## src/design/fault_frame_regs.vh

```
// constants for the access-fault frame status block
`ifndef FAULT_FRAME_REGS_VH
`define FAULT_FRAME_REGS_VH
// ***************************************************************
// register offsets (byte addresses)
// ***************************************************************
`define OFS_STATUS 8'h00
`define OFS_MASK 8'h04
`define OFS_SPECIAL 8'h08
`define OFS_FADDR 8'h0C
`define OFS_SLOT1_STAT 8'h10
`define OFS_SLOT2_STAT 8'h14
`define OFS_SLOT3_STAT 8'h18
`define OFS_SLOT1_ADDR 8'h1C
`define OFS_SLOT1_DATA 8'h20
`define OFS_SLOT2_DATA 8'h24
`define OFS_SLOT3_DATA 8'h28
`define OFS_LINE0 8'h2C
`define OFS_LINE1 8'h30
`define OFS_LINE2 8'h34
`define OFS_LINE3 8'h38
`define OFS_CTRL 8'h3C
// ***************************************************************
// field positions
// ***************************************************************
`define SLOT_VALID 7
`define SLOT_TYPE_HI 6
`define SLOT_TYPE_LO 5
`define SPECIAL_RW 8
`define SPECIAL_PUSH 9
`define SPECIAL_TRACE 10
`define CTRL_RET 0
`define CTRL_STORED 1
// ***************************************************************
// encodings
// ***************************************************************
`define TYPE_NORMAL 2'h0
`define TYPE_BLOCK 2'h1
`define MOD_PUSH 3'h0
`define KIND_READ 3'h0
`define KIND_WRITE 3'h1
`define KIND_BLOCK 3'h2
`define KIND_PRIV 3'h3
`define KIND_PUSH 3'h4
`define SIZE_SLOT3_CAP 2'h2
`define SIZE_LINE 2'h3
`define RET_LAST 4'hD
`define RST_ZERO 32'h0000_0000
`endif

```

## src/design/fault_classify.v

```verilog
// fault classification into write-back status fields
`timescale 1ns/10ps
`include "fault_frame_regs.vh"
module fault_classify (
    input wire [2:0] kind_i,
    input wire rw_i,
    input wire [1:0] type_i,
    input wire [2:0] mod_i,
    input wire wb2_pend_i,
    input wire [1:0] wb2_type_i,
    input wire [1:0] wb2_size_i,
    input wire wb3_pend_i,
    input wire [1:0] wb3_size_i,
    output reg v1_o,
    output reg v2_o,
    output reg v3_o,
    output reg [1:0] type1_o,
    output reg [1:0] type3_o,
    output reg [1:0] size3_o,
    output reg push_o,
    output reg rw_o
);
    // push flag follows the recorded type and modifier only, never the kind code
    always @* begin
        // push exactly type 0, modifier 0
        push_o = (type_i == `TYPE_NORMAL) && (mod_i == `MOD_PUSH);
        rw_o = rw_i;
        v1_o = 1'b0;
        v2_o = wb2_pend_i;
        v3_o = wb3_pend_i;
        type1_o = type_i;
        type3_o = `TYPE_NORMAL;
        size3_o = wb3_size_i;
        case (kind_i)
            `KIND_READ: begin
                v2_o = 1'b0;
            end
            `KIND_WRITE: begin
                rw_o = 1'b0;
                v1_o = 1'b1;
            end
            `KIND_BLOCK: begin
                rw_o = 1'b0;
                v1_o = 1'b1;
                type1_o = `TYPE_BLOCK;
            end
            `KIND_PRIV: begin
                rw_o = 1'b0;
                v2_o = 1'b1;
            end
            `KIND_PUSH: begin
                rw_o = 1'b0;
                type1_o = `TYPE_NORMAL;
            end
            default: begin
                v2_o = 1'b0;
                v3_o = 1'b0;
            end
        endcase
        if (push_o) begin
            v1_o = 1'b0;
        end
        if (v2_o && (wb2_type_i == `TYPE_BLOCK)) begin
            v3_o = 1'b0;
        end
        if (size3_o == `SIZE_LINE) begin
            size3_o = `SIZE_SLOT3_CAP;
        end
    end
endmodule // fault_classify

```

## src/design/access_fault_frame_status.v

```verilog
// access-fault frame capture with wishbone register view
`timescale 1ns/10ps
`include "fault_frame_regs.vh"
// Behaviour
// - long-word push fault codes failing word in address bits 3..2
// - normal write error: write, fault address, valid slot one equal address
// - block-move write error: type 1, slot one valid, four words saved
// - privilege fault: instruction address, slot two valid, only slot three extra
// - slot three never block move, size never line
// - push flag exactly when type 00 and modifier 000
// - each status field has valid bit, block move is type 01
// - return reads only frame offsets 0 through 0xD
// - pending trace at return starts trace processing two cycles after the return write
// - read fault never has slot one or two valid
// - push faults leave slot one valid clear
// - block move in slot two never with valid slot three
// - long-word push still holds all four line words
// - block move pending in slot two implies its read hit cache
// - push and write faults report up to two further writes
// - push error: write, type 0, modifier 0, four words saved
module access_fault_frame_status (
    input wire clk_i,
    input wire rst_i,
    input wire wb_cyc_i,
    input wire wb_stb_i,
    input wire wb_we_i,
    input wire [7:0] wb_adr_i,
    input wire [3:0] wb_sel_i,
    input wire [31:0] wb_dat_i,
    output reg [31:0] wb_dat_o,
    output wire wb_ack_o,
    input wire fault_i,
    input wire [2:0] fault_kind_i,
    input wire fault_rw_i,
    input wire [1:0] fault_type_i,
    input wire [2:0] fault_mod_i,
    input wire [1:0] fault_size_i,
    input wire [31:0] fault_addr_i,
    input wire [31:0] instr_addr_i,
    input wire [1:0] failed_word_i,
    input wire wb1_data_i_valid,
    input wire [31:0] wb1_data_i,
    input wire wb2_pend_i,
    input wire [1:0] wb2_type_i,
    input wire [1:0] wb2_size_i,
    input wire wb2_hit_i,
    input wire [31:0] wb2_data_i,
    input wire wb3_pend_i,
    input wire [1:0] wb3_size_i,
    input wire [31:0] wb3_data_i,
    input wire [127:0] line_i,
    input wire trace_pend_i,
    input wire frame_stored_i,
    input wire [3:0] ret_offset_i,
    input wire ret_rd_i,
    output reg ret_ok_o,
    output reg trace_start_o,
    output reg hit_error_o,
    output wire irq_o
);
    // ***************************************************************
    // frame fields
    // ***************************************************************
    reg [15:0] special_status_word_ff;
    reg [31:0] fault_address_ff;
    reg [7:0] writeback_one_status_ff;
    reg [7:0] writeback_two_status_ff;
    reg [7:0] writeback_three_status_ff;
    reg [31:0] writeback_one_address_ff;
    reg [31:0] writeback_one_data_ff;
    reg [31:0] writeback_two_data_ff;
    reg [31:0] writeback_three_data_ff;
    reg [31:0] lw_ff [0:3];
    reg held_ff;
    reg [2:0] status_ff;
    reg [2:0] mask_ff;
    reg ack_ff;
    reg in_ret_ff;
    wire v1, v2, v3, push, rw;
    wire [1:0] type1, type3, size3;
    integer i;

    // push records type and modifier zero
    wire is_push_kind = (fault_kind_i == `KIND_PUSH);
    wire [1:0] rec_type = is_push_kind ? `TYPE_NORMAL : fault_type_i;
    wire [2:0] rec_mod = is_push_kind ? `MOD_PUSH : fault_mod_i;

    fault_classify fault_classify_i (
        .kind_i(fault_kind_i),
        .rw_i(fault_rw_i),
        .type_i(rec_type),
        .mod_i(rec_mod),
        .wb2_pend_i(wb2_pend_i),
        .wb2_type_i(wb2_type_i),
        .wb2_size_i(wb2_size_i),
        .wb3_pend_i(wb3_pend_i),
        .wb3_size_i(wb3_size_i),
        .v1_o(v1),
        .v2_o(v2),
        .v3_o(v3),
        .type1_o(type1),
        .type3_o(type3),
        .size3_o(size3),
        .push_o(push),
        .rw_o(rw)
    );

    // status byte: valid, type, size
    function [7:0] wbs;
        input v;
        input [1:0] tt;
        input [1:0] sz;
        begin
            wbs = {v, tt, 3'h0, sz};
        end
    endfunction

    wire take = fault_i && !held_ff;
    wire saves_line = (fault_kind_i == `KIND_BLOCK) || push;
    wire wb_req = wb_cyc_i && wb_stb_i && !ack_ff;
    wire wb_wr = wb_req && wb_we_i;

    // ***************************************************************
    // capture
    // ***************************************************************
    always @(posedge clk_i) begin
        if (rst_i) begin
            held_ff <= 1'b0;
            special_status_word_ff <= 16'h0000;
            fault_address_ff <= `RST_ZERO;
            writeback_one_status_ff <= 8'h00;
            writeback_two_status_ff <= 8'h00;
            writeback_three_status_ff <= 8'h00;
            writeback_one_address_ff <= `RST_ZERO;
            writeback_one_data_ff <= `RST_ZERO;
            writeback_two_data_ff <= `RST_ZERO;
            writeback_three_data_ff <= `RST_ZERO;
            for (i = 0; i < 4; i = i + 1) begin
                lw_ff[i] <= `RST_ZERO;
            end
        end else if (take) begin
            held_ff <= 1'b1;
            special_status_word_ff <= {5'h00, trace_pend_i, push, rw,
                1'b0, rec_type, rec_mod, fault_size_i};
            if (fault_kind_i == `KIND_PRIV) begin
                fault_address_ff <= instr_addr_i;
            end else if (push && fault_size_i != `SIZE_LINE) begin
                fault_address_ff <= {fault_addr_i[31:4], failed_word_i, fault_addr_i[1:0]};
            end else begin
                fault_address_ff <= fault_addr_i;
            end
            writeback_one_status_ff <= wbs(v1, type1, fault_size_i);
            writeback_two_status_ff <= wbs(v2, wb2_type_i, wb2_size_i);
            writeback_three_status_ff <= wbs(v3, type3, size3);
            writeback_one_address_ff <= fault_addr_i;
            writeback_one_data_ff <= wb1_data_i_valid ? wb1_data_i : `RST_ZERO;
            writeback_two_data_ff <= wb2_data_i;
            writeback_three_data_ff <= wb3_data_i;
            if (saves_line) begin
                for (i = 0; i < 4; i = i + 1) begin
                    lw_ff[i] <= line_i[32*i +: 32];
                end
            end
        end else if (frame_stored_i) begin
            held_ff <= 1'b0;
        end
    end

    // ***************************************************************
    // return and checks
    // ***************************************************************
    always @(posedge clk_i) begin
        if (rst_i) begin
            ret_ok_o <= 1'b0;
            trace_start_o <= 1'b0;
            hit_error_o <= 1'b0;
            in_ret_ff <= 1'b0;
        end else begin
            ret_ok_o <= ret_rd_i && (ret_offset_i <= `RET_LAST);
            in_ret_ff <= wb_wr && (wb_adr_i == `OFS_CTRL) && wb_sel_i[0] &&
                wb_dat_i[`CTRL_RET];
            trace_start_o <= in_ret_ff && special_status_word_ff[`SPECIAL_TRACE];
            hit_error_o <= take && wb2_pend_i && (wb2_type_i == `TYPE_BLOCK) && !wb2_hit_i;
        end
    end

    // ***************************************************************
    // interrupts and bus
    // ***************************************************************
    wire [2:0] ev = {hit_error_o, trace_start_o, take};
    always @(posedge clk_i) begin
        if (rst_i) begin
            status_ff <= 3'h0;
            mask_ff <= 3'h0;
            ack_ff <= 1'b0;
            wb_dat_o <= `RST_ZERO;
        end else begin
            ack_ff <= wb_req;
            // set wins over clear
            if (wb_wr && wb_adr_i == `OFS_STATUS && wb_sel_i[0]) begin
                status_ff <= (status_ff & ~wb_dat_i[2:0]) | ev;
            end else begin
                status_ff <= status_ff | ev;
            end
            if (wb_wr && wb_adr_i == `OFS_MASK && wb_sel_i[0]) begin
                mask_ff <= wb_dat_i[2:0];
            end
            case (wb_adr_i)
                `OFS_STATUS: wb_dat_o <= {29'h0, status_ff};
                `OFS_MASK: wb_dat_o <= {29'h0, mask_ff};
                `OFS_SPECIAL: wb_dat_o <= {16'h0, special_status_word_ff};
                `OFS_FADDR: wb_dat_o <= fault_address_ff;
                `OFS_SLOT1_STAT: wb_dat_o <= {24'h0, writeback_one_status_ff};
                `OFS_SLOT2_STAT: wb_dat_o <= {24'h0, writeback_two_status_ff};
                `OFS_SLOT3_STAT: wb_dat_o <= {24'h0, writeback_three_status_ff};
                `OFS_SLOT1_ADDR: wb_dat_o <= writeback_one_address_ff;
                `OFS_SLOT1_DATA: wb_dat_o <= writeback_one_data_ff;
                `OFS_SLOT2_DATA: wb_dat_o <= writeback_two_data_ff;
                `OFS_SLOT3_DATA: wb_dat_o <= writeback_three_data_ff;
                `OFS_LINE0: wb_dat_o <= lw_ff[0];
                `OFS_LINE1: wb_dat_o <= lw_ff[1];
                `OFS_LINE2: wb_dat_o <= lw_ff[2];
                `OFS_LINE3: wb_dat_o <= lw_ff[3];
                `OFS_CTRL: wb_dat_o <= {30'h0, held_ff, 1'b0};
                default: wb_dat_o <= `RST_ZERO;
            endcase
        end
    end

    assign wb_ack_o = ack_ff;
    assign irq_o = |(status_ff & mask_ff);
endmodule // access_fault_frame_status

```

## config.mk

```make
export PLATFORM = sky130hd
export DESIGN_NAME = access_fault_frame_status
export DESIGN_NICKNAME = d
export VERILOG_FILES = /design/src/design/fault_classify.v /design/src/design/access_fault_frame_status.v
export VERILOG_INCLUDE_DIRS = /design/src /design/src/design
export SDC_FILE = /design/constraint.sdc
export NUM_CORES = 1
export LEC_CHECK = 0
export ABC_AREA = 1
export BUFFER_PORTS_ARGS = -buffer_cell sky130_fd_sc_hd__buf_2
export CAP_MARGIN = 20
export CORE_AREA = 2 2 135 235
export CTS_CLUSTER_SIZE = 25
export DETAILED_ROUTE_END_ITERATION = 10
export DIE_AREA = 0 0 137 237
export GPL_TIMING_DRIVEN = 0
export HOLD_SLACK_MARGIN = 0.1
export PLACE_DENSITY = 0.84
export SLEW_MARGIN = 40
export SYNTH_ARGS = -nofsm -noshare
export SYNTH_HDL_FRONTEND = slang
export SYNTH_SLANG_ARGS = --single-unit
```

## constraint.sdc

```tcl
create_clock -name clk_i -period 7.5 [get_ports clk_i]
set_clock_uncertainty 0.15 [all_clocks]
set_input_delay 0.75 -clock clk_i [delete_from_list [all_inputs] [get_ports clk_i]]
set_output_delay 0.75 -clock clk_i [all_outputs]
set_load 0.01 [all_outputs]
```

==> impl_metrics.toml <==
[status]
status = "finished, final reports clean"

[routing]
m1WireLength_um = 20000
highest_layer = "met4"
vias_per_cell = 5.48
wl_met2_um = 29400
wl_per_cell_um = 21.4
drcViolationCount = 0
wl_met3_um = 4420
drtPass1Iterations = 5
drt_iter0_drc = 1278
via_count = 15200
wirelength_um = 59300
antenna_left = 0

[grt]
grt.overflow.total = 0
grt_max_degree = 35
grt_pass1_wl_um = 85100
track_usage_pct = 35.9
first_global_vias = 14800
grt_antenna_before_repair = 11

[setup_path]
cp_data_arrival_time_ps = 3440
r2r_setup_slack_ps = 5000
critical-path-top-delay-family = "buffers and inverters"
crit_path_frequent_cell = "buf_12"
endpoint_kind = "register"
cp-start-kind = "input port"
cp_cell_sequence = "buf_2, inv_1, clkbuf_1, clkbuf_1, nand3_4, buf_12, buf_12, buf_12"
worstPathRequired_ps = 7680
cpMaxStageDelayCell = "clkbuf_1"
crit_type = "input port to register"
cp_slowest_stage_delay_ps = 670
critPathBufInv = 7
critPathMaxFanout = 34

[synthesis]
yosysUniqueCellTypes = 34
synth_area_sq_um = 16300
syn_inst = 1942
yosys.area_share.simple_pct = 27.7
muxShareOfSynthArea_pct = 0
ys_seq_elements = 353
synth_compound_area_share_pct = 11.3
synth_top_family_by_area = "simple AND/OR/NAND/NOR gates"
avgSynthCellArea_sq_um = 8.40
synth_xor_area_share_pct = 0
syn-num-nets = 2310
ys_warn_count = 0
synth-seq-area-share_pct = 51.1
synthAdderAreaFrac_pct = 0

[timing]
setup_viol = 0
min_period_ps = 3270
layout_setup_ws_ps = 4230
relSlewSlack_pct = 42.8
whs_ps = 193
tightest_slew_ps = 853
rsz0062_at_grt = "false"
post-route-period-util_pct = 43.6
hold_violations = 0
final_max_slew_viol_count = 0
maxClockFrequency_ghz = 0.306

[hold_path]
hp-class = "input port to register"

[clock_tree]
clk_path_buf_depth = 3
h-tree-depth = 1
clkTransAtPathRegs_ps = 70
ctsHoldBuffers = 0
root_buffer = "clkbuf_16"
cts_resized = 0
clk_latency_ps = 580
cts.sinks = 353
cts_tree = "yes"
numCtsBuffers = 31
cts_setup_buffers = 0

[floorplanning]
coreArea_sq_um = 30600
ios = 405
start_util_pct = 53.3
fp.dieH_um = 237
rows = 85
dieWidth_um = 137
fp.dieArea_sq_um = 32500

[finish]
regArea_sq_um = 8350
syn_to_final_growth_pct = 21.4
drive_gt1_share_pct = 25.3
fillers = 2627
stdcell_count = 2776
fin_nets = 2717
multiInputGateArea_sq_um = 6370

[flow_run]
drv_cap = 0

[place]
dp_hpwl_um = 45900
dp_cells = 2707
place.port_buffers = 370
gp_congestion = 1.01
pre_cts_slack_ps = 3730

[pwr]
ir_drop_mv = 0.215
p_per_area_nw_per_um2 = 216
power.leakage_nw = 8.95
-- layout make-up --
| cell class | instances | area share [%] |
|---|---|---|
| Sequential cell | 353 | 42.1 |
| Timing Repair Buffer | 374 | 9.75 |
| Multi-Input combinational cell | 1231 | 32.1 |
| Antenna cell | 12 | 0.152 |
| Clock buffer | 47 | 4.42 |
| Tap cell | 391 | 2.47 |
| Buffer | 112 | 3.52 |
| Clock inverter | 10 | 0.752 |
| Inverter | 246 | 4.66 |
-- placed cells by master, fill, tap and decap left out, types with 72 or more instances in the layout --
master    netlist  final
buf_2          24    394
nand2_1       413    413
inv_1         240    240
dfxtp_1       225    225
clkbuf_1       60     72
a21oi_1       144    144
nor2_4        110    110
nand3_1        91     90
edfxtp_1      128    128
nor2_1        222    222
o21ai_0       143    143
-- state kept, by name (all words and copies together) (netlist names), 8 cells and up --
register / cells
lw_ff: 128
fault_address_ff: 32
wb_dat_o: 32
writeback_one_address_ff: 32
writeback_one_data_ff: 32
writeback_three_data_ff: 32
writeback_two_data_ff: 32
special_status_word_ff: 8
-- final timing paths --
kind	startpoint	end	depth (start not counted)
setup / recovery	rst_i	lw_ff[1][27]	8
hold / removal	wb2_type_i[1]	hit_error_o	2
setup reg to reg	held_ff	lw_ff[1][27]	8
hold reg to reg	in_ret_ff	trace_start_o	2
-- worst reg2reg max path: stages (launching register included) --
cell and delay, ps:
dfxtp_1 310, inv_1 90, nand2_2 200, inv_2 210, nand3_1 200, nand3_4 280
buf_12 260, buf_12 260, buf_12 240
-- synth_stat cells, drive strengths merged --
master  count  share of area, %
edfxtp    128                24
nand3      99               3.6
dfxtp     225                28
o21ai     167               5.2
o21a        1             0.046
clkbuf     60               1.4
nor2      336                13
nand4      26               1.0
o31ai       1              0.13
a211oi      1             0.046
a22o        1             0.054
buf        52               2.9
o211ai     30               1.4
nor3b       1             0.046
nand2     418               9.8
nor3        5              0.18
a21oi     144               4.4
inv       246               5.7
or2         1             0.038
-- metal layers --
| metal | up-vias | track usage, % |
|---|---|---|
| li1 | 7022 | - |
| met1 | 7042 | 39.5 |
| met2 | 929 | 61.2 |
| met3 | 226 | 3.73 |
| met4 | 0 | 29.4 |
| met5 | - | 0 |
-- metrics by stage --
step	power [mW]	cell area, sq um	TNS, ps	utilization (%)
global placement	2.62	18700	-182630	60.9
floorplan	2.42	16300	0	-
finish	4.28	19800	0	64.7
CTS	4.26	19800	0	64.6
detailed placement	2.63	18800	0	61.2
global route	4.38	19800	0	64.7
-- cell families (layout without fill, tap and decap cells) --
family                 count (synthesis)  count (layout)
and+or+nand+nor                      886             886
buffers and inverters                358             789
DFF                                  353             353
AOI/OAI and AO/OA                    345             345
other                                  0              12
-- where the power goes --
part	total, mW	internal (mW)	switching (mW)
sequential	2.15	2.10	0.0494
combinational	0.454	0.157	0.297
clock	1.68	0.940	0.735
total	4.28	3.20	1.08
(Power assumes the default switching activity.)
